===== config.mk =====
export PLATFORM = sky130hd
export DESIGN_NAME = fractional_baud_rate_generator
export DESIGN_NICKNAME = d
export VERILOG_FILES = /design/src/inc/frbg_pkg.sv /design/src/inc/brg_if.sv /design/src/rtl/rate_generator.sv /design/src/rtl/fractional_baud_rate_generator.sv
export SDC_FILE = /design/constraint.sdc
export NUM_CORES = 1
export LEC_CHECK = 0
export ABC_CLOCK_PERIOD_IN_PS = 5030
export BUFFER_PORTS_ARGS = -buffer_cell sky130_fd_sc_hd__buf_2
export CAP_MARGIN = 10
export CORE_ASPECT_RATIO = 1.2
export CORE_MARGIN = 2
export CORE_UTILIZATION = 40
export CTS_CLUSTER_DIAMETER = 80
export DETAILED_ROUTE_END_ITERATION = 10
export HOLD_SLACK_MARGIN = 0.06
export SYNTH_ARGS = -nofsm -noshare
export SYNTH_HDL_FRONTEND = slang
export SYNTH_SLANG_ARGS = --single-unit

===== constraint.sdc =====
create_clock -name core_clk -period 5.03 [get_ports core_clk]
set_input_delay 0.7545 -clock core_clk [delete_from_list [all_inputs] [get_ports core_clk]]
set_output_delay 0.7545 -clock core_clk [all_outputs]
set_load 0.05 [all_outputs]

===== src/inc/frbg_pkg.sv =====
// Shared constants and types for the fractional rate generator
`default_nettype none
package frbg_pkg;

  // Core clock rate
  localparam int unsigned CORE_CLK_HZ = 250_000_000;

  // Channel indices
  localparam int CHANNELS = 2;
  localparam int CH_A = 0;
  localparam int CH_B = 1;

  // Register select codes on the host address pins
  localparam logic [1:0] ADDR_DIV_LOW = 2'h0;
  localparam logic [1:0] ADDR_DIV_HIGH = 2'h1;
  localparam logic [1:0] ADDR_DIV_FRAC = 2'h2;
  localparam logic [1:0] ADDR_MODEM_CTRL = 2'h3;

  // Reset values
  localparam logic [7:0] DIV_LOW_RESET = 8'h01;
  localparam logic [7:0] DIV_HIGH_RESET = 8'h00;
  localparam logic [7:0] DIV_FRAC_RESET = 8'h00;
  localparam logic PRESCALE_RESET = 1'b0;

  // Field layout
  localparam int PRESCALE_BIT = 7;
  localparam int FRAC_MSB = 3;
  localparam int MODE_MSB = 5;
  localparam int MODE_LSB = 4;
  localparam logic [7:0] FRAC_REG_MASK = 8'h3f;

  // Synchronised pin vector: cs_a_b, cs_b_b, ior_b, iow_b, addr, data
  localparam int PIN_W = 14;
  localparam logic [13:0] PIN_IDLE = 14'h3c00;

  // Divide-by-four prescaler end count
  localparam logic [1:0] PRESCALE_LAST = 2'h3;

  // Oversampling modes
  typedef enum logic [1:0] {
    MODE_16X = 2'h0,
    MODE_8X = 2'h1,
    MODE_4X = 2'h2
  } sample_mode_t;

  localparam logic [3:0] RATIO_LAST_16X = 4'hf;
  localparam logic [3:0] RATIO_LAST_8X = 4'h7;
  localparam logic [3:0] RATIO_LAST_4X = 4'h3;

  // Last sample index of a bit period; the reserved code acts as 16X
  function automatic logic [3:0] ratio_last(input logic [1:0] mode);
    case (mode)
      MODE_8X: ratio_last = RATIO_LAST_8X;
      MODE_4X: ratio_last = RATIO_LAST_4X;
      default: ratio_last = RATIO_LAST_16X;
    endcase
  endfunction

endpackage
`default_nettype wire


===== src/inc/brg_if.sv =====
// Configuration and tick signals between register file and one generator
`default_nettype none
interface brg_if;
  logic [15:0] int_part;
  logic [3:0] frac;
  logic [1:0] mode;
  logic prescale;
  logic sample_tick;
  logic bit_tick;

  modport cfg (
    output int_part,
    output frac,
    output mode,
    output prescale,
    input sample_tick,
    input bit_tick
  );

  modport gen (
    input int_part,
    input frac,
    input mode,
    input prescale,
    output sample_tick,
    output bit_tick
  );
endinterface
`default_nettype wire


===== src/rtl/rate_generator.sv =====
// One channel's prescaler and fractional divider
`default_nettype none
module rate_generator
  import frbg_pkg::*;
(
  input wire logic core_clk,
  input wire logic rst_b,
  input wire logic clk_en,
  brg_if.gen g
);

  logic [1:0] pre_cnt;
  logic pre_tick;
  logic [16:0] div_cnt;
  logic [3:0] acc;
  logic [3:0] next_acc;
  logic carry;
  logic [15:0] int_eff;
  logic [16:0] next_period;
  logic tick_now;
  logic [3:0] samp_cnt;
  logic bit_now;

  ////////////////////////////////////////////////////////////////////////
  // Prescaler: divide by 1 or 4
  always_ff @(posedge core_clk or negedge rst_b)
  begin
    if (!rst_b)
      pre_cnt <= 2'h0;
    else if (clk_en)
      pre_cnt <= g.prescale ? pre_cnt + 2'h1 : 2'h0;
  end

  assign pre_tick = clk_en && (!g.prescale || pre_cnt == PRESCALE_LAST);

  ////////////////////////////////////////////////////////////////////////
  // Period of the next sample clock: integer part plus a spread fraction
  assign int_eff = (g.int_part == 16'h0) ? 16'h1 : g.int_part;
  assign {carry, next_acc} = {1'b0, acc} + {1'b0, g.frac};
  assign next_period = {1'b0, int_eff} + {16'h0, carry};
  assign tick_now = pre_tick && div_cnt == 17'h0;

  // Divider down counter and phase accumulator; odd fractions in 8X/4X
  // leave one bit period a sixteenth long or short
  always_ff @(posedge core_clk or negedge rst_b)
  begin
    if (!rst_b)
    begin
      div_cnt <= 17'h0;
      acc <= 4'h0;
    end
    else if (tick_now)
    begin
      div_cnt <= next_period - 17'h1;
      acc <= next_acc;
    end
    else if (pre_tick)
      div_cnt <= div_cnt - 17'h1;
  end

  ////////////////////////////////////////////////////////////////////////
  // Samples per bit period
  assign bit_now = tick_now && samp_cnt >= ratio_last(g.mode);

  always_ff @(posedge core_clk or negedge rst_b)
  begin
    if (!rst_b)
      samp_cnt <= 4'h0;
    else if (tick_now)
      samp_cnt <= bit_now ? 4'h0 : samp_cnt + 4'h1;
  end

  // Registered tick outputs to the shifters
  always_ff @(posedge core_clk or negedge rst_b)
  begin
    if (!rst_b)
    begin
      g.sample_tick <= 1'b0;
      g.bit_tick <= 1'b0;
    end
    else if (clk_en)
    begin
      g.sample_tick <= tick_now;
      g.bit_tick <= bit_now;
    end
  end

  ////////////////////////////////////////////////////////////////////////
  // Checking helpers
  logic [16:0] pre_since;
  logic [16:0] last_period;
  logic [3:0] tick_num;
  logic [4:0] extra_sum;
  logic [3:0] frac_prev;
  logic win_ok;
  logic [1:0] mode_prev;
  logic mode_moved;

  always_ff @(posedge core_clk or negedge rst_b)
  begin
    if (!rst_b)
    begin
      pre_since <= 17'h0;
      last_period <= 17'h1;
      tick_num <= 4'h0;
      extra_sum <= 5'h0;
      frac_prev <= 4'h0;
      win_ok <= 1'b1;
      mode_prev <= 2'h0;
      mode_moved <= 1'b0;
    end
    else
    begin
      frac_prev <= g.frac;
      mode_prev <= g.mode;
      // A mode change leaves one bit period of odd length until the next bit
      if (bit_now)
        mode_moved <= 1'b0;
      else if (g.mode != mode_prev)
        mode_moved <= 1'b1;
      if (tick_now)
      begin
        pre_since <= 17'h0;
        last_period <= next_period;
        tick_num <= tick_num + 4'h1;
        extra_sum <= (tick_num == 4'hf) ? 5'h0 : extra_sum + {4'h0, carry};
      end
      else if (pre_tick)
        pre_since <= pre_since + 17'h1;
      if (tick_now && tick_num == 4'hf)
        win_ok <= 1'b1;
      else if (g.frac != frac_prev)
        win_ok <= 1'b0;
    end
  end

  prescale_gap_a: assert property (@(posedge core_clk) disable iff (!rst_b)
    pre_tick && g.prescale |=> (!pre_tick || !g.prescale)[*3])
    else $error("prescaled tick came early");

  tick_gap_a: assert property (@(posedge core_clk) disable iff (!rst_b)
    tick_now |-> pre_since + 17'h1 == last_period)
    else $error("sample period differs from divisor");

  bit_len_a: assert property (@(posedge core_clk) disable iff (!rst_b)
    bit_now && !mode_moved && !$changed(g.mode) |-> samp_cnt == ratio_last(g.mode))
    else $error("bit period has wrong sample count");

  frac_spread_a: assert property (@(posedge core_clk) disable iff (!rst_b)
    tick_now && tick_num == 4'hf && win_ok && g.frac == frac_prev
      |-> extra_sum + {4'h0, carry} == {1'b0, g.frac})
    else $error("stretched periods do not match fraction");

  tick_out_a: assert property (@(posedge core_clk) disable iff (!rst_b)
    tick_now |=> g.sample_tick)
    else $error("sample tick not presented");

  cover_4x_bit_c: cover property (@(posedge core_clk) disable iff (!rst_b)
    bit_now && g.mode == MODE_4X);
  cover_prescaled_c: cover property (@(posedge core_clk) disable iff (!rst_b)
    tick_now && g.prescale);
  cover_stretch_c: cover property (@(posedge core_clk) disable iff (!rst_b)
    tick_now && carry);

endmodule
`default_nettype wire


===== src/rtl/fractional_baud_rate_generator.sv =====
// Two-channel fractional rate generator with its divisor registers
`default_nettype none

////////////////////////////////////////////////////////////////////////////
// Notes on behaviour
// - Each channel owns its generator and prescaler
// - Control bit 7 picks divide by 1 or 4
// - Divisor 1 to just under 65536, sixteenths
// - Output ticks pace shifting and sampling
// - Reset: low byte 01, others 00
// - Low and high bytes form integer part
// - Only four fraction bits are implemented
// - Bits 5:4 choose 16X, 8X or 4X
// - Rate equals clock over prescale, divisor, ratio
// - Odd fractions in 8X/4X jitter a sixteenth
// - A single clock, core_clk, clocks the generators, the host pins and the registers
// - Bit lasts 16, 8 or 4 samples
module fractional_baud_rate_generator
  import frbg_pkg::*;
(
  input wire logic core_clk,
  input wire logic rst_b,
  input wire logic clk_en,
  input wire logic cs_a_b,
  input wire logic cs_b_b,
  input wire logic ior_b,
  input wire logic iow_b,
  input wire logic [1:0] reg_addr,
  input wire logic [7:0] data_in,
  output logic [7:0] data_out,
  output logic data_oe,
  output logic sample_tick_a,
  output logic bit_tick_a,
  output logic sample_tick_b,
  output logic bit_tick_b
);

  logic [PIN_W-1:0] pin_meta;
  logic [PIN_W-1:0] pin_sync;
  logic iow_prev;
  logic [CHANNELS-1:0] cs_act;
  logic s_ior_b;
  logic s_iow_b;
  logic [1:0] s_addr;
  logic [7:0] s_data;
  logic wr_strobe;
  logic [CHANNELS-1:0] wr_ch;
  logic rd_active;
  logic rd_ch;

  logic [7:0] div_low [CHANNELS];
  logic [7:0] div_high [CHANNELS];
  logic [7:0] div_frac [CHANNELS];
  logic prescale [CHANNELS];

  ////////////////////////////////////////////////////////////////////////
  // Host pins pass two flops before any use
  always_ff @(posedge core_clk or negedge rst_b)
  begin
    if (!rst_b)
    begin
      pin_meta <= PIN_IDLE;
      pin_sync <= PIN_IDLE;
    end
    else if (clk_en)
    begin
      pin_meta <= {cs_a_b, cs_b_b, ior_b, iow_b, reg_addr, data_in};
      pin_sync <= pin_meta;
    end
  end

  // Named fields of the synchronised pins
  assign cs_act[CH_A] = !pin_sync[13];
  assign cs_act[CH_B] = !pin_sync[12];
  assign s_ior_b = pin_sync[11];
  assign s_iow_b = pin_sync[10];
  assign s_addr = pin_sync[9:8];
  assign s_data = pin_sync[7:0];

  ////////////////////////////////////////////////////////////////////////
  // Write detect: the rising edge of the write strobe commits the byte
  always_ff @(posedge core_clk or negedge rst_b)
  begin
    if (!rst_b)
      iow_prev <= 1'b1;
    else if (clk_en)
      iow_prev <= s_iow_b;
  end

  assign wr_strobe = clk_en && s_iow_b && !iow_prev;
  // Both selects together write both channels at once
  assign wr_ch = wr_strobe ? cs_act : 2'b00;

  ////////////////////////////////////////////////////////////////////////
  // Per-channel divisor registers and prescale control
  always_ff @(posedge core_clk or negedge rst_b)
  begin
    if (!rst_b)
    begin
      for (int i = 0; i < CHANNELS; i++)
      begin
        div_low[i] <= DIV_LOW_RESET;
        div_high[i] <= DIV_HIGH_RESET;
        div_frac[i] <= DIV_FRAC_RESET;
        prescale[i] <= PRESCALE_RESET;
      end
    end
    else
    begin
      for (int i = 0; i < CHANNELS; i++)
      begin
        if (wr_ch[i])
        begin
          case (s_addr)
            ADDR_DIV_LOW: div_low[i] <= s_data;
            ADDR_DIV_HIGH: div_high[i] <= s_data;
            ADDR_DIV_FRAC: div_frac[i] <= s_data & FRAC_REG_MASK;
            ADDR_MODEM_CTRL: prescale[i] <= s_data[PRESCALE_BIT];
            default: div_low[i] <= div_low[i];
          endcase
        end
      end
    end
  end

  ////////////////////////////////////////////////////////////////////////
  // Register read mux for one channel
  function automatic logic [7:0] reg_read(input logic ch, input logic [1:0] addr);
    logic [7:0] v;
    v = 8'h00;
    case (addr)
      ADDR_DIV_LOW: v = div_low[ch];
      ADDR_DIV_HIGH: v = div_high[ch];
      ADDR_DIV_FRAC: v = div_frac[ch];
      ADDR_MODEM_CTRL: v[PRESCALE_BIT] = prescale[ch];
      default: v = 8'h00;
    endcase
    return v;
  endfunction

  // Channel A wins if both selects are low during a read
  assign rd_active = !s_ior_b && (cs_act != 2'b00);
  assign rd_ch = cs_act[CH_A] ? 1'b0 : 1'b1;
  assign data_oe = rd_active;

  // Read data register
  always_ff @(posedge core_clk or negedge rst_b)
  begin
    if (!rst_b)
      data_out <= 8'h00;
    else if (clk_en && rd_active)
      data_out <= reg_read(rd_ch, s_addr);
  end

  ////////////////////////////////////////////////////////////////////////
  // One generator per channel
  brg_if ch_if [CHANNELS] ();

  for (genvar c = 0; c < CHANNELS; c++)
  begin : gen_ch
    assign ch_if[c].int_part = {div_high[c], div_low[c]};
    assign ch_if[c].frac = div_frac[c][FRAC_MSB:0];
    assign ch_if[c].mode = div_frac[c][MODE_MSB:MODE_LSB];
    assign ch_if[c].prescale = prescale[c];

    rate_generator u_gen (
      .core_clk(core_clk),
      .rst_b(rst_b),
      .clk_en(clk_en),
      .g(ch_if[c])
    );
  end

  // Tick outputs to each channel's shifters
  assign sample_tick_a = ch_if[CH_A].sample_tick;
  assign bit_tick_a = ch_if[CH_A].bit_tick;
  assign sample_tick_b = ch_if[CH_B].sample_tick;
  assign bit_tick_b = ch_if[CH_B].bit_tick;

  ////////////////////////////////////////////////////////////////////////
  // Checking helpers
  logic wr_seen;

  always_ff @(posedge core_clk or negedge rst_b)
  begin
    if (!rst_b)
      wr_seen <= 1'b0;
    else if (wr_strobe && cs_act != 2'b00)
      wr_seen <= 1'b1;
  end

  reset_value_a: assert property (@(posedge core_clk) disable iff (!rst_b)
    !wr_seen |-> div_low[CH_A] == DIV_LOW_RESET && div_high[CH_A] == DIV_HIGH_RESET
      && div_frac[CH_A] == DIV_FRAC_RESET && div_low[CH_B] == DIV_LOW_RESET
      && div_high[CH_B] == DIV_HIGH_RESET && div_frac[CH_B] == DIV_FRAC_RESET)
    else $error("divisor left its reset value without a write");

  channel_isolation_a: assert property (@(posedge core_clk) disable iff (!rst_b)
    wr_ch == 2'b01 |=> $stable(div_low[CH_B]) && $stable(div_high[CH_B])
      && $stable(div_frac[CH_B]) && $stable(prescale[CH_B]))
    else $error("write to channel A changed channel B");

  low_write_a: assert property (@(posedge core_clk) disable iff (!rst_b)
    wr_ch[CH_A] && s_addr == ADDR_DIV_LOW
      |=> ch_if[CH_A].int_part[7:0] == $past(s_data))
    else $error("low divisor byte not taken");

  high_write_a: assert property (@(posedge core_clk) disable iff (!rst_b)
    wr_ch[CH_B] && s_addr == ADDR_DIV_HIGH
      |=> ch_if[CH_B].int_part[15:8] == $past(s_data))
    else $error("high divisor byte not taken");

  frac_bits_a: assert property (@(posedge core_clk) disable iff (!rst_b)
    div_frac[CH_A][7:6] == 2'h0 && div_frac[CH_B][7:6] == 2'h0)
    else $error("unimplemented fraction bits set");

  prescale_write_a: assert property (@(posedge core_clk) disable iff (!rst_b)
    wr_ch[CH_A] && s_addr == ADDR_MODEM_CTRL
      ##1 !wr_ch[CH_A] [*2] |-> ch_if[CH_A].prescale == $past(s_data[PRESCALE_BIT], 2))
    else $error("prescale select not taken");

  read_back_a: assert property (@(posedge core_clk) disable iff (!rst_b)
    clk_en && rd_active && rd_ch == 1'b0 && s_addr == ADDR_DIV_FRAC
      |=> data_out == {2'h0, $past(div_frac[CH_A][5:0])})
    else $error("fraction register read back wrong");

  cover_both_write_c: cover property (@(posedge core_clk) disable iff (!rst_b)
    wr_ch == 2'b11);
  cover_read_c: cover property (@(posedge core_clk) disable iff (!rst_b)
    rd_active && rd_ch);

endmodule
`default_nettype wire


==> results of run 1 <==
layout by cell type (no fill, tap or decap), types with 6 or more instances in the layout:
cell	count
nor2b_1	6
buf_2	28
a211oi_1	6
xor2_1	16
or3_1	11
nand2_1	74
dfrtp_1	130
a21o_1	9
inv_1	31
xnor2_1	14
or2_2	6
dfstp_2	11
a21oi_1	24
mux2i_1	14
clkinv_8	6
nor3_1	22
ha_1	24
nor2_1	23
nand3_1	18
mux2_2	78
o211ai_1	7
o21ai_0	60
nor4_1	16
nand4_1	9
o22a_1	6
clkbuf_16	17
synthesized netlist by cell type (all sizes together), types with 13 or more instances:
cell type and instances:
nand2 74, clkbuf 22, nor2 24, nor3 23
inv 31, dfrtp 130, o21ai 61, a21oi 24
xor2 16, nand3 18, xnor2 14, nor4 16
mux2i 14, ha 24, mux2 79, or3 13
routing by layer:
layer  global-route usage  vias up  routed length [µm]
li1                     -     2639                   -
met1                0.241     2723                7920
met2                0.313       88                8700
met3               0.0292       22                 423
met4               0.0626        0                 289
met5                    0        -                   0
report_power, final:
part,internal (mW),switching [mW]
Clock,0.676,0.596
Sequential,1.46,0.439
Combinational,0.602,0.732
Total,2.74,1.77
area by class of cell:
type                    count  area (µm²)
clock inverters            15         189
inverters                  31         116
repair buffers             34         196
clock buffers              17         425
flip-flops and latches    141        3540
multi-input cells         510        3680
well taps                 224         280
fillers                  1687        9810
critical path: stages (launching register included):
cell and delay [ns]:
dfrtp_1 0.40, ha_1 0.22, inv_1 0.07, fa_1 0.21
inv_1 0.06, a21o_1 0.16, a21oi_1 0.15, ha_1 0.21
ha_1 0.19, or3b_2 0.55, nor4_1 0.28, xnor2_1 0.12
a2111o_1 0.41, nand2_1 0.07
worst paths after layout:
path	startpoint	cells after the start	endpoint	slack (ns)
worst max-delay path	ch_if[1].frac[0]	13	gen_ch[1].u_gen.div_cnt[14]	1.88
worst min-delay path	rst_b	1	gen_ch[0].u_gen.samp_cnt[0]	0.40
worst max register to register	ch_if[1].frac[0]	13	gen_ch[1].u_gen.div_cnt[14]	1.88
worst min register to register	data_out[0]	2	data_out[0]	0.48
max in group asynchronous	rst_b	2	pin_sync[12]	3.52
min in group core_clk	data_out[0]	2	data_out[0]	0.48
sequential cells by signal, summed over array words and instances, names as in the netlist:
register                    flops
gen_ch.u_gen.g.sample_tick      2
pin_sync                       14
gen_ch.u_gen.pre_cnt            4
ch_if.mode                      4
data_out                        8
gen_ch.u_gen.samp_cnt           8
iow_prev                        1
ch_if.int_part                 32
gen_ch.u_gen.div_cnt           34
gen_ch.u_gen.acc                8
gen_ch.u_gen.g.bit_tick         2
ch_if.frac                      8
ch_if.prescale                  2
pin_meta                       14
stage by stage:
step	util	power [mW]	instance area [µm²]	instances	hold WS, ns
3_3_place_gp	0.428	3.18	7800	939	0.455
4_1_cts	0.461	4.54	8410	971	0.477
3_5_place_dp	0.428	3.25	7800	939	0.469
6_report	0.462	4.51	8430	972	0.401
2_1_floorplan	-	2.81	7460	709	0.443
5_1_grt	0.462	4.77	8430	972	0.490
cell families after synthesis:
kind of cell | Yosys count | share of synthesized area
AOI/OAI and AO/OA | 145 | 0.121
adders and majority gates | 26 | 0.0456
buffers and inverters | 58 | 0.0322
xor gates and xnor gates | 30 | 0.0352
DFF | 141 | 0.475
and+or+nand+nor | 214 | 0.147
muxes | 95 | 0.145
==> results.json, run 1 <==
{
  "status": "finished clean",
  "gr-total-overflow": 0,
  "timing.max_cap.violations": 0,
  "routed_wl_um": 17300,
  "grt_start_max_net_pins": 101,
  "synth_cells": 709,
  "skew_ns": 0.0139,
  "synth_fp_nets": 752,
  "vias_per_cell": 5.63,
  "clockBufferDepth": 2,
  "yosys.cell_types.count": 66,
  "cts_made_buffers": 17,
  "clk_transition_reported_paths_ns": 0.07,
  "cts_tree": "built",
  "synth_area_leaders": "dfrtp_1 (44%), mux2_2 (12%), ha_1 (4.0%), o21ai_0 (4.0%), dfstp_2 (3.9%)",
  "synth-edff-count": 0,
  "maxSlewViolCount": 0,
  "postCtsHoldBufs": 0,
  "dieArea_um2": 19800,
  "ios": 30,
  "track_usage": 0.185,
  "ys_ff_latch": 141,
  "place_congestion": 0.884,
  "synthFlopType": "dfrtp_1",
  "initial_core_util": 0.409,
  "dr.pass1.iters": 4,
  "async_flop_share": 1.00,
  "antenna_found_initial": 0,
  "finalCritPeriodShare": 0.627,
  "drtIter0Drc": 317,
  "min_path_type": "primary input to async pin",
  "remaining_drc_errors": 0,
  "ys_warn_count": 0,
  "seq_area_frac_synth": 0.475,
  "die_x_um": 129,
  "syn_area_um2": 7460,
  "fin_ws_ns": 1.88,
  "ir_worst_vdd_mv": 0.301,
  "clock-root-buffer": "clkbuf_16",
  "endpoint_kind": "flop",
  "synth_top_area_frac": 0.436,
  "period_needed_ns": 3.15,
  "rows": 54,
  "p_leak_nw": 3.67,
  "port_buffers": 29,
  "hold_violations": 0,
  "coreArea_um2": 18200,
  "rsz0062_at_grt": "no",
  "tns_ns": 0,
  "diodes": 0,
  "vias": 5472,
  "avgSynthCellArea_um2": 10.5,
  "postCtsSetupRepairBufs": 0,
  "grt_pass1_vias": 5684,
  "area_delta_synth_final_pct": 13.0,
  "dp.final_hpwl_um": 12200,
  "dp_slack_ns": 1.93,
  "nets": 778,
  "critical_path_required_ns": 5.39,
  "p_per_area_nw_per_um2": 535,
  "crit_fanout": 8,
  "critPathLaunchType": "flop",
  "grt_pass1_wl_um": 29100,
  "fmax_mhz": 317,
  "clock-sinks": 141,
  "layout-drive-gt1-share": 0.235,
  "h-tree-depth": 4,
  "clk_latency_ns": 0.43,
  "relSlewSlack": 0.307,
  "ant_nets": 0,
  "worstPathArrival_ns": 3.52,
  "wl_per_cell_um": 17.8,
  "synth_area_leader_cell": "dfrtp_1",
  "tightest_slew_ns": 1.04,
  "setup_viol": 0,
  "postCtsResizedCells": 0,
  "die_h_um": 154,
  "crit_type": "flop to flop"
}
Note: power is estimated with default switching activity, not from simulation.
==> run 2: changes to the inputs <==
--- a/config.mk
+++ b/config.mk
@@ -5,7 +5,8 @@
 export SDC_FILE = /design/constraint.sdc
 export NUM_CORES = 1
 export LEC_CHECK = 0
-export ABC_CLOCK_PERIOD_IN_PS = 5030
+export ABC_AREA = 1
+export ABC_CLOCK_PERIOD_IN_PS = 2800
 export BUFFER_PORTS_ARGS = -buffer_cell sky130_fd_sc_hd__buf_2
 export CAP_MARGIN = 10
 export CORE_ASPECT_RATIO = 1.2
==> constraint.sdc (replaced) <==
create_clock -name core_clk -period 2.8 [get_ports core_clk]
set_input_delay 0.42 -clock core_clk [delete_from_list [all_inputs] [get_ports core_clk]]
set_output_delay 0.42 -clock core_clk [all_outputs]
set_load 0.05 [all_outputs]
==> results.json, run 2 <==
{
  "ant_nets": 0,
  "synth_fp_nets": 1205,
  "regMostFlops": "gen_ch.u_gen.div_cnt",
  "vias": 7125,
  "nets": 1238,
  "regArea_um2": 3540,
  "tns_ns": 0,
  "maxSlewViolCount": 0,
  "track_usage": 0.198,
  "final_cell_mix": "nand2_1 (525), dfrtp_1 (130), nor2_1 (104), inv_1 (88), o21ai_1 (51)",
  "antenna_found_initial": 0,
  "synth_area_leaders": "dfrtp_1 (40%), nand2_1 (24%), nor2_1 (4.8%), inv_1 (4.0%), ha_1 (3.7%)",
  "seq_area_frac_synth": 0.432,
  "synth-edff-count": 0,
  "dr.pass1.iters": 5,
  "relSlewSlack": 0.660,
  "ir_worst_vdd_mv": 0.518,
  "fmax_mhz": 413,
  "synthFlopType": "dfrtp_1",
  "ys_top_cells_by_count": "nand2_1 (525), dfrtp_1 (130), nor2_1 (104), inv_1 (88), o21ai_1 (51)",
  "skew_ns": 0.0133,
  "setup_viol": 0,
  "critPathLaunchType": "flop",
  "postCtsSetupRepairBufs": 0,
  "crit_chain": "ha_1 -> inv_1 -> fa_1 -> o21ai_0 -> a21oi_1 -> ha_1 -> ha_1 -> nand2_1 -> nor2_1 -> xor2_1 -> nand2_1 -> nand2_1 -> nand2_1 -> nand2_1",
  "synth_area_leader_cell": "dfrtp_1",
  "gr-total-overflow": 0,
  "dieArea_um2": 21700,
  "endpoint_kind": "flop",
  "synth_cells": 1162,
  "ios": 30,
  "layout-drive-gt1-share": 0.0902,
  "wl_per_cell_um": 13.9,
  "final_util": 0.458,
  "vias_per_cell": 4.84,
  "clk_transition_reported_paths_ns": 0.07,
  "initial_core_util": 0.406,
  "largest_reg_flops": 34,
  "critical_path_required_ns": 3.12,
  "async_flop_share": 1.00,
  "power_mw": 9.40,
  "status": "finished clean",
  "dp.final_hpwl_um": 14600,
  "remaining_drc_errors": 0,
  "yosys.cell_types.count": 33,
  "final_common_cell": "nand2_1",
  "nFillCells": 2065,
  "die_h_um": 161,
  "crit_fanout": 4,
  "timing.max_cap.violations": 0,
  "diodes": 0,
  "drtIter0Drc": 416,
  "min_path_type": "primary input to flop",
  "h-tree-depth": 4,
  "port_buffers": 29,
  "hold_violations": 0,
  "coreArea_um2": 20200,
  "clock-sinks": 141,
  "crit_path_max_incr_delay_ns": 0.39,
  "cts_tree": "built",
  "multi_input_area_um2": 4150,
  "rows": 57,
  "ys_warn_count": 0,
  "routed_wl_um": 20400,
  "syn_area_um2": 8200,
  "crit_type": "flop to flop",
  "synth_most_common_cell": "nand2_1",
  "p_leak_nw": 4.89,
  "tightest_slew_ns": 0.509,
  "cp_num_buf_inv": 1,
  "clk_latency_ns": 0.43,
  "period_needed_ns": 2.42,
  "rsz0062_at_grt": "no",
  "cp_common_cell": "nand2_1",
  "grt_pass1_wl_um": 34200,
  "place_congestion": 0.863,
  "grt_pass1_vias": 6757,
  "die_x_um": 135,
  "synth_top_area_frac": 0.397,
  "finalCritPeriodShare": 0.866,
  "clock-root-buffer": "clkbuf_16",
  "cts_made_buffers": 17,
  "grt_start_max_net_pins": 52,
  "clockBufferDepth": 2,
  "worstPathArrival_ns": 2.74,
  "ys_ff_latch": 141,
  "cp_slowest_cell": "fa_1",
  "area_delta_synth_final_pct": 12.8,
  "avgSynthCellArea_um2": 7.06,
  "p_per_area_nw_per_um2": 1020,
  "crit_family": "adder cells"
}
run 2: cell types whose count changed after synthesis, sizes merged, moves of 15 or more:
cell | previous run | this run
nor3 | 23 | 3
mux2 | 79 | 0
inv | 31 | 93
nand2 | 74 | 527
nor4 | 16 | 1
nor2 | 24 | 116
o21ai | 61 | 93
nand3 | 18 | 52
run 2: power breakdown:
group	total [mW]	internal (mW)	switching [mW]
Combinational	3.76	1.35	2.41
Clock	2.28	1.35	0.934
Sequential	3.36	2.64	0.716
Total	9.40	5.34	4.06
run 2: what timing repair did:
item                      CTS  global route
hold buffers                1             0
gates resized for setup     0             0
hold endpoints to repair   41             0
run 2: metrics by stage:
stage / area [µm²] / setup WS (ns) / cells / hold slack [ns]
detailed placement: 8660 / 0.393 / 1440 / 0.379
global placement: 8660 / 0.431 / 1440 / 0.380
finish: 9250 / 0.377 / 1473 / 0.184
CTS: 9250 / 0.374 / 1473 / 0.177
global route: 9250 / 0.0972 / 1473 / 0.180
floorplan: 8200 / 0.571 / 1162 / 0.124
run 2: worst paths after layout:
| check | start | to | slack (ns) | depth (start not counted) |
|---|---|---|---|---|
| setup / recovery | ch_if[1].frac[0] | gen_ch[1].u_gen.div_cnt[8] | 0.38 | 14 |
| setup reg to reg | ch_if[1].frac[0] | gen_ch[1].u_gen.div_cnt[8] | 0.38 | 14 |
| hold reg to reg | pin_meta[11] | pin_meta[11] | 0.46 | 2 |
| max in group asynchronous | rst_b | ch_if[0].int_part[0] | 1.55 | 3 |
| min in group asynchronous | rst_b | gen_ch[1].u_gen.g.sample_tick | 0.48 | 2 |
| hold / removal | cs_b_b | pin_meta[12] | 0.18 | 3 |
run 2: cell families after synthesis:
| group | share of synthesized area |
|---|---|
| simple gates | 0.350 |
| compound gates | 0.0796 |
| buf+inv | 0.0628 |
| fa+ha+maj | 0.0415 |
| flops | 0.432 |
| xor+xnor | 0.0342 |
run 2: metal layers:
| layer | track usage | up-vias | share of wire |
|---|---|---|---|
| met5 | 0 | - | 0 |
| met4 | 0.0651 | 0 | 0.021 |
| met3 | 0.0354 | 30 | 0.034 |
| met2 | 0.335 | 139 | 0.48 |
| met1 | 0.256 | 3237 | 0.46 |
| li1 | - | 3719 | - |
run 2: area by class of cell:
cell class / instances / area share
clock buffer: 20 / 0.0483
multi-input combinational: 895 / 0.448
timing repair buffer: 47 / 0.0326
inverter: 93 / 0.0377
sequential: 141 / 0.383
tap: 265 / 0.0358
clock inverter: 12 / 0.0147
run 2: worst min-delay path, cell delays in order:
cell and delay [ns]:
buf_2 0.09, nand2_1 0.05, nand2_1 0.05
==> run 3: changes to the inputs <==
--- a/config.mk
+++ b/config.mk
@@ -6,15 +6,14 @@
 export NUM_CORES = 1
 export LEC_CHECK = 0
 export ABC_AREA = 1
-export ABC_CLOCK_PERIOD_IN_PS = 2800
 export BUFFER_PORTS_ARGS = -buffer_cell sky130_fd_sc_hd__buf_2
 export CAP_MARGIN = 10
 export CORE_ASPECT_RATIO = 1.2
-export CORE_MARGIN = 2
 export CORE_UTILIZATION = 40
 export CTS_CLUSTER_DIAMETER = 80
 export DETAILED_ROUTE_END_ITERATION = 10
 export HOLD_SLACK_MARGIN = 0.06
+export RECOVER_POWER = 50
 export SYNTH_ARGS = -nofsm -noshare
 export SYNTH_HDL_FRONTEND = slang
 export SYNTH_SLANG_ARGS = --single-unit
==> results.json, run 3 (same netlist as run 2, synthesis figures left out) <==
{
  "hold_path.startpoint": "cs_a_b",
  "critical_path_required_ns": 3.11,
  "grt_pass1_wl_um": 34200,
  "reg2reg_depth": 14,
  "dr.pass1.iters": 4,
  "postCtsResizedCells": 0,
  "dp.final_hpwl_um": 14700,
  "placed_cell_area_um2": 8640,
  "clockBufferDepth": 2,
  "endpoint_kind": "flop",
  "period_needed_ns": 2.45,
  "dieArea_um2": 21100,
  "regMostFlops": "gen_ch.u_gen.div_cnt",
  "initial_core_util": 0.406,
  "clock-sinks": 141,
  "violations": "max-capacitance violations, max-slew violations",
  "setup_viol": 0,
  "clk_latency_ns": 0.42,
  "diodes": 0,
  "clock-root-buffer": "clkbuf_16",
  "grt_pass1_vias": 6791,
  "p_leak_nw": 4.86,
  "cts_tree": "built",
  "ant_nets": 0,
  "relSlewSlack": -0.155,
  "hold_end": "pin_meta[13]",
  "crit_type": "flop to flop",
  "p_per_area_nw_per_um2": 1010,
  "tightest_slew_ns": 1.73,
  "remaining_drc_errors": 0,
  "rrSetupSlack_ns": 0.35,
  "layout-drive-gt1-share": 0.0871,
  "cts_made_buffers": 17,
  "stdcell_count": 1470,
  "port_buffers": 29,
  "grt-busiest-layer": "met2",
  "worstPathArrival_ns": 2.76,
  "min_path_type": "primary input to flop",
  "holdWs_ns": 0.188,
  "clk_transition_reported_paths_ns": 0.07,
  "antenna_found_initial": 0,
  "die_x_um": 133,
  "ir_worst_vdd_mv": 0.441,
  "place_congestion": 0.856,
  "finalCritPeriodShare": 0.875,
  "final_common_cell": "nand2_1",
  "nets": 1235,
  "gr-total-overflow": 0,
  "vias": 7144,
  "vias_per_cell": 4.86,
  "rsz0062_at_grt": "no",
  "coreArea_um2": 20200,
  "postCtsSetupRepairBufs": 0,
  "worstHoldPathCells": 3,
  "largest_reg_flops": 34,
  "timing.rr.start": "ch_if[0].frac[0]",
  "tns_ns": 0,
  "final_cell_mix": "nand2_1 (525), dfrtp_1 (130), nor2_1 (104), inv_1 (88), o21ai_1 (51)",
  "crit_fanout": 4,
  "postCtsHoldBufs": 1,
  "worst_r2r_endpoint": "gen_ch[0].u_gen.div_cnt[6]",
  "use_met3": 0.0316,
  "timing.max_cap.violations": 2,
  "critPathLaunchType": "flop",
  "track_usage": 0.204,
  "dp_cells": 1437,
  "use_met1": 0.271,
  "fmax_mhz": 408,
  "hold_violations": 0,
  "skew_ns": 0.0126,
  "area_delta_synth_final_pct": 12.3,
  "routed_wl_um": 20300,
  "rows": 57,
  "drtIter0Drc": 345,
  "maxSlewViolCount": 113,
  "grtUsageMet2": 0.341,
  "ios": 30,
  "grt_start_max_net_pins": 66,
  "wl_per_cell_um": 13.8,
  "h-tree-depth": 4,
  "final_area_um2": 9210,
  "die_h_um": 159,
  "status": "complete, but fails checks"
}
-- run 3: cell types whose count changed in the layout (fill, tap and decap cells not counted), sizes merged --
cell | before | now
buf | 46 | 38
bufinv | 2 | 1
clkbuf | 20 | 25
clkinv | 5 | 2
clkinvlp | 0 | 1
inv | 98 | 101
-- run 3: cell type report --
| class | instances | area [µm²] |
|---|---|---|
| Sequential cell | 141 | 3540 |
| Multi-Input combinational cell | 895 | 4150 |
| Clock buffer | 20 | 457 |
| Fill cell | 2065 | 11000 |
| Tap cell | 265 | 332 |
| Timing Repair Buffer | 44 | 263 |
| Clock inverter | 12 | 124 |
| Inverter | 93 | 349 |
-- run 3: per-stage QoR --
step                       util  power, mW  setup slack, ns
after floorplan               -       6.15            0.571
after global placement    0.428       7.07            0.431
after detailed placement  0.428       7.13            0.365
after CTS                 0.457       9.41            0.344
after global routing      0.456       10.2            0.101
final                     0.456       9.35            0.349
-- run 3: how the worst max path moves through the flow --
stage / startpoint / to / slack (ns) / cells past startpoint
after detailed placement: ch_if[0].frac[0] / gen_ch[0].u_gen.div_cnt[8] / 0.37 / 14
final: ch_if[0].frac[0] / gen_ch[0].u_gen.div_cnt[6] / 0.35 / 14
after floorplan: ch_if[0].frac[0] / gen_ch[0].u_gen.div_cnt[8] / 0.57 / 14
after global routing: ch_if[1].frac[0] / gen_ch[1].u_gen.div_cnt[16] / 0.10 / 15
after CTS: ch_if[0].frac[0] / gen_ch[0].u_gen.div_cnt[6] / 0.34 / 14
after global placement: ch_if[1].frac[0] / gen_ch[1].u_gen.div_cnt[8] / 0.43 / 14
-- run 3: per-layer routing --
layer	vias to the layer above	part of all wire
li1	3717	-
met4	0	0.017
met1	3304	0.48
met3	23	0.021
met5	-	0
met2	100	0.48
-- run 3: where the power goes --
part           switching [mW]  leakage [nW]  total [mW]  internal, mW
combinational            2.42          2.76        3.76          1.34
sequential              0.709          1.81        3.35          2.64
clock                   0.942         0.285        2.24          1.30
-- run 3: worst max-delay path, stage by stage, from the launching register on --
cell and delay (ns):
dfrtp_1 0.37, ha_1 0.17, inv_1 0.05, fa_1 0.39, o21ai_0 0.18, a21oi_1 0.09
ha_1 0.22, ha_1 0.21, nand2_1 0.16, nor2_1 0.10, xor2_1 0.15, nand2_1 0.09
nand2_1 0.05, nand2_1 0.05, nand2_1 0.04
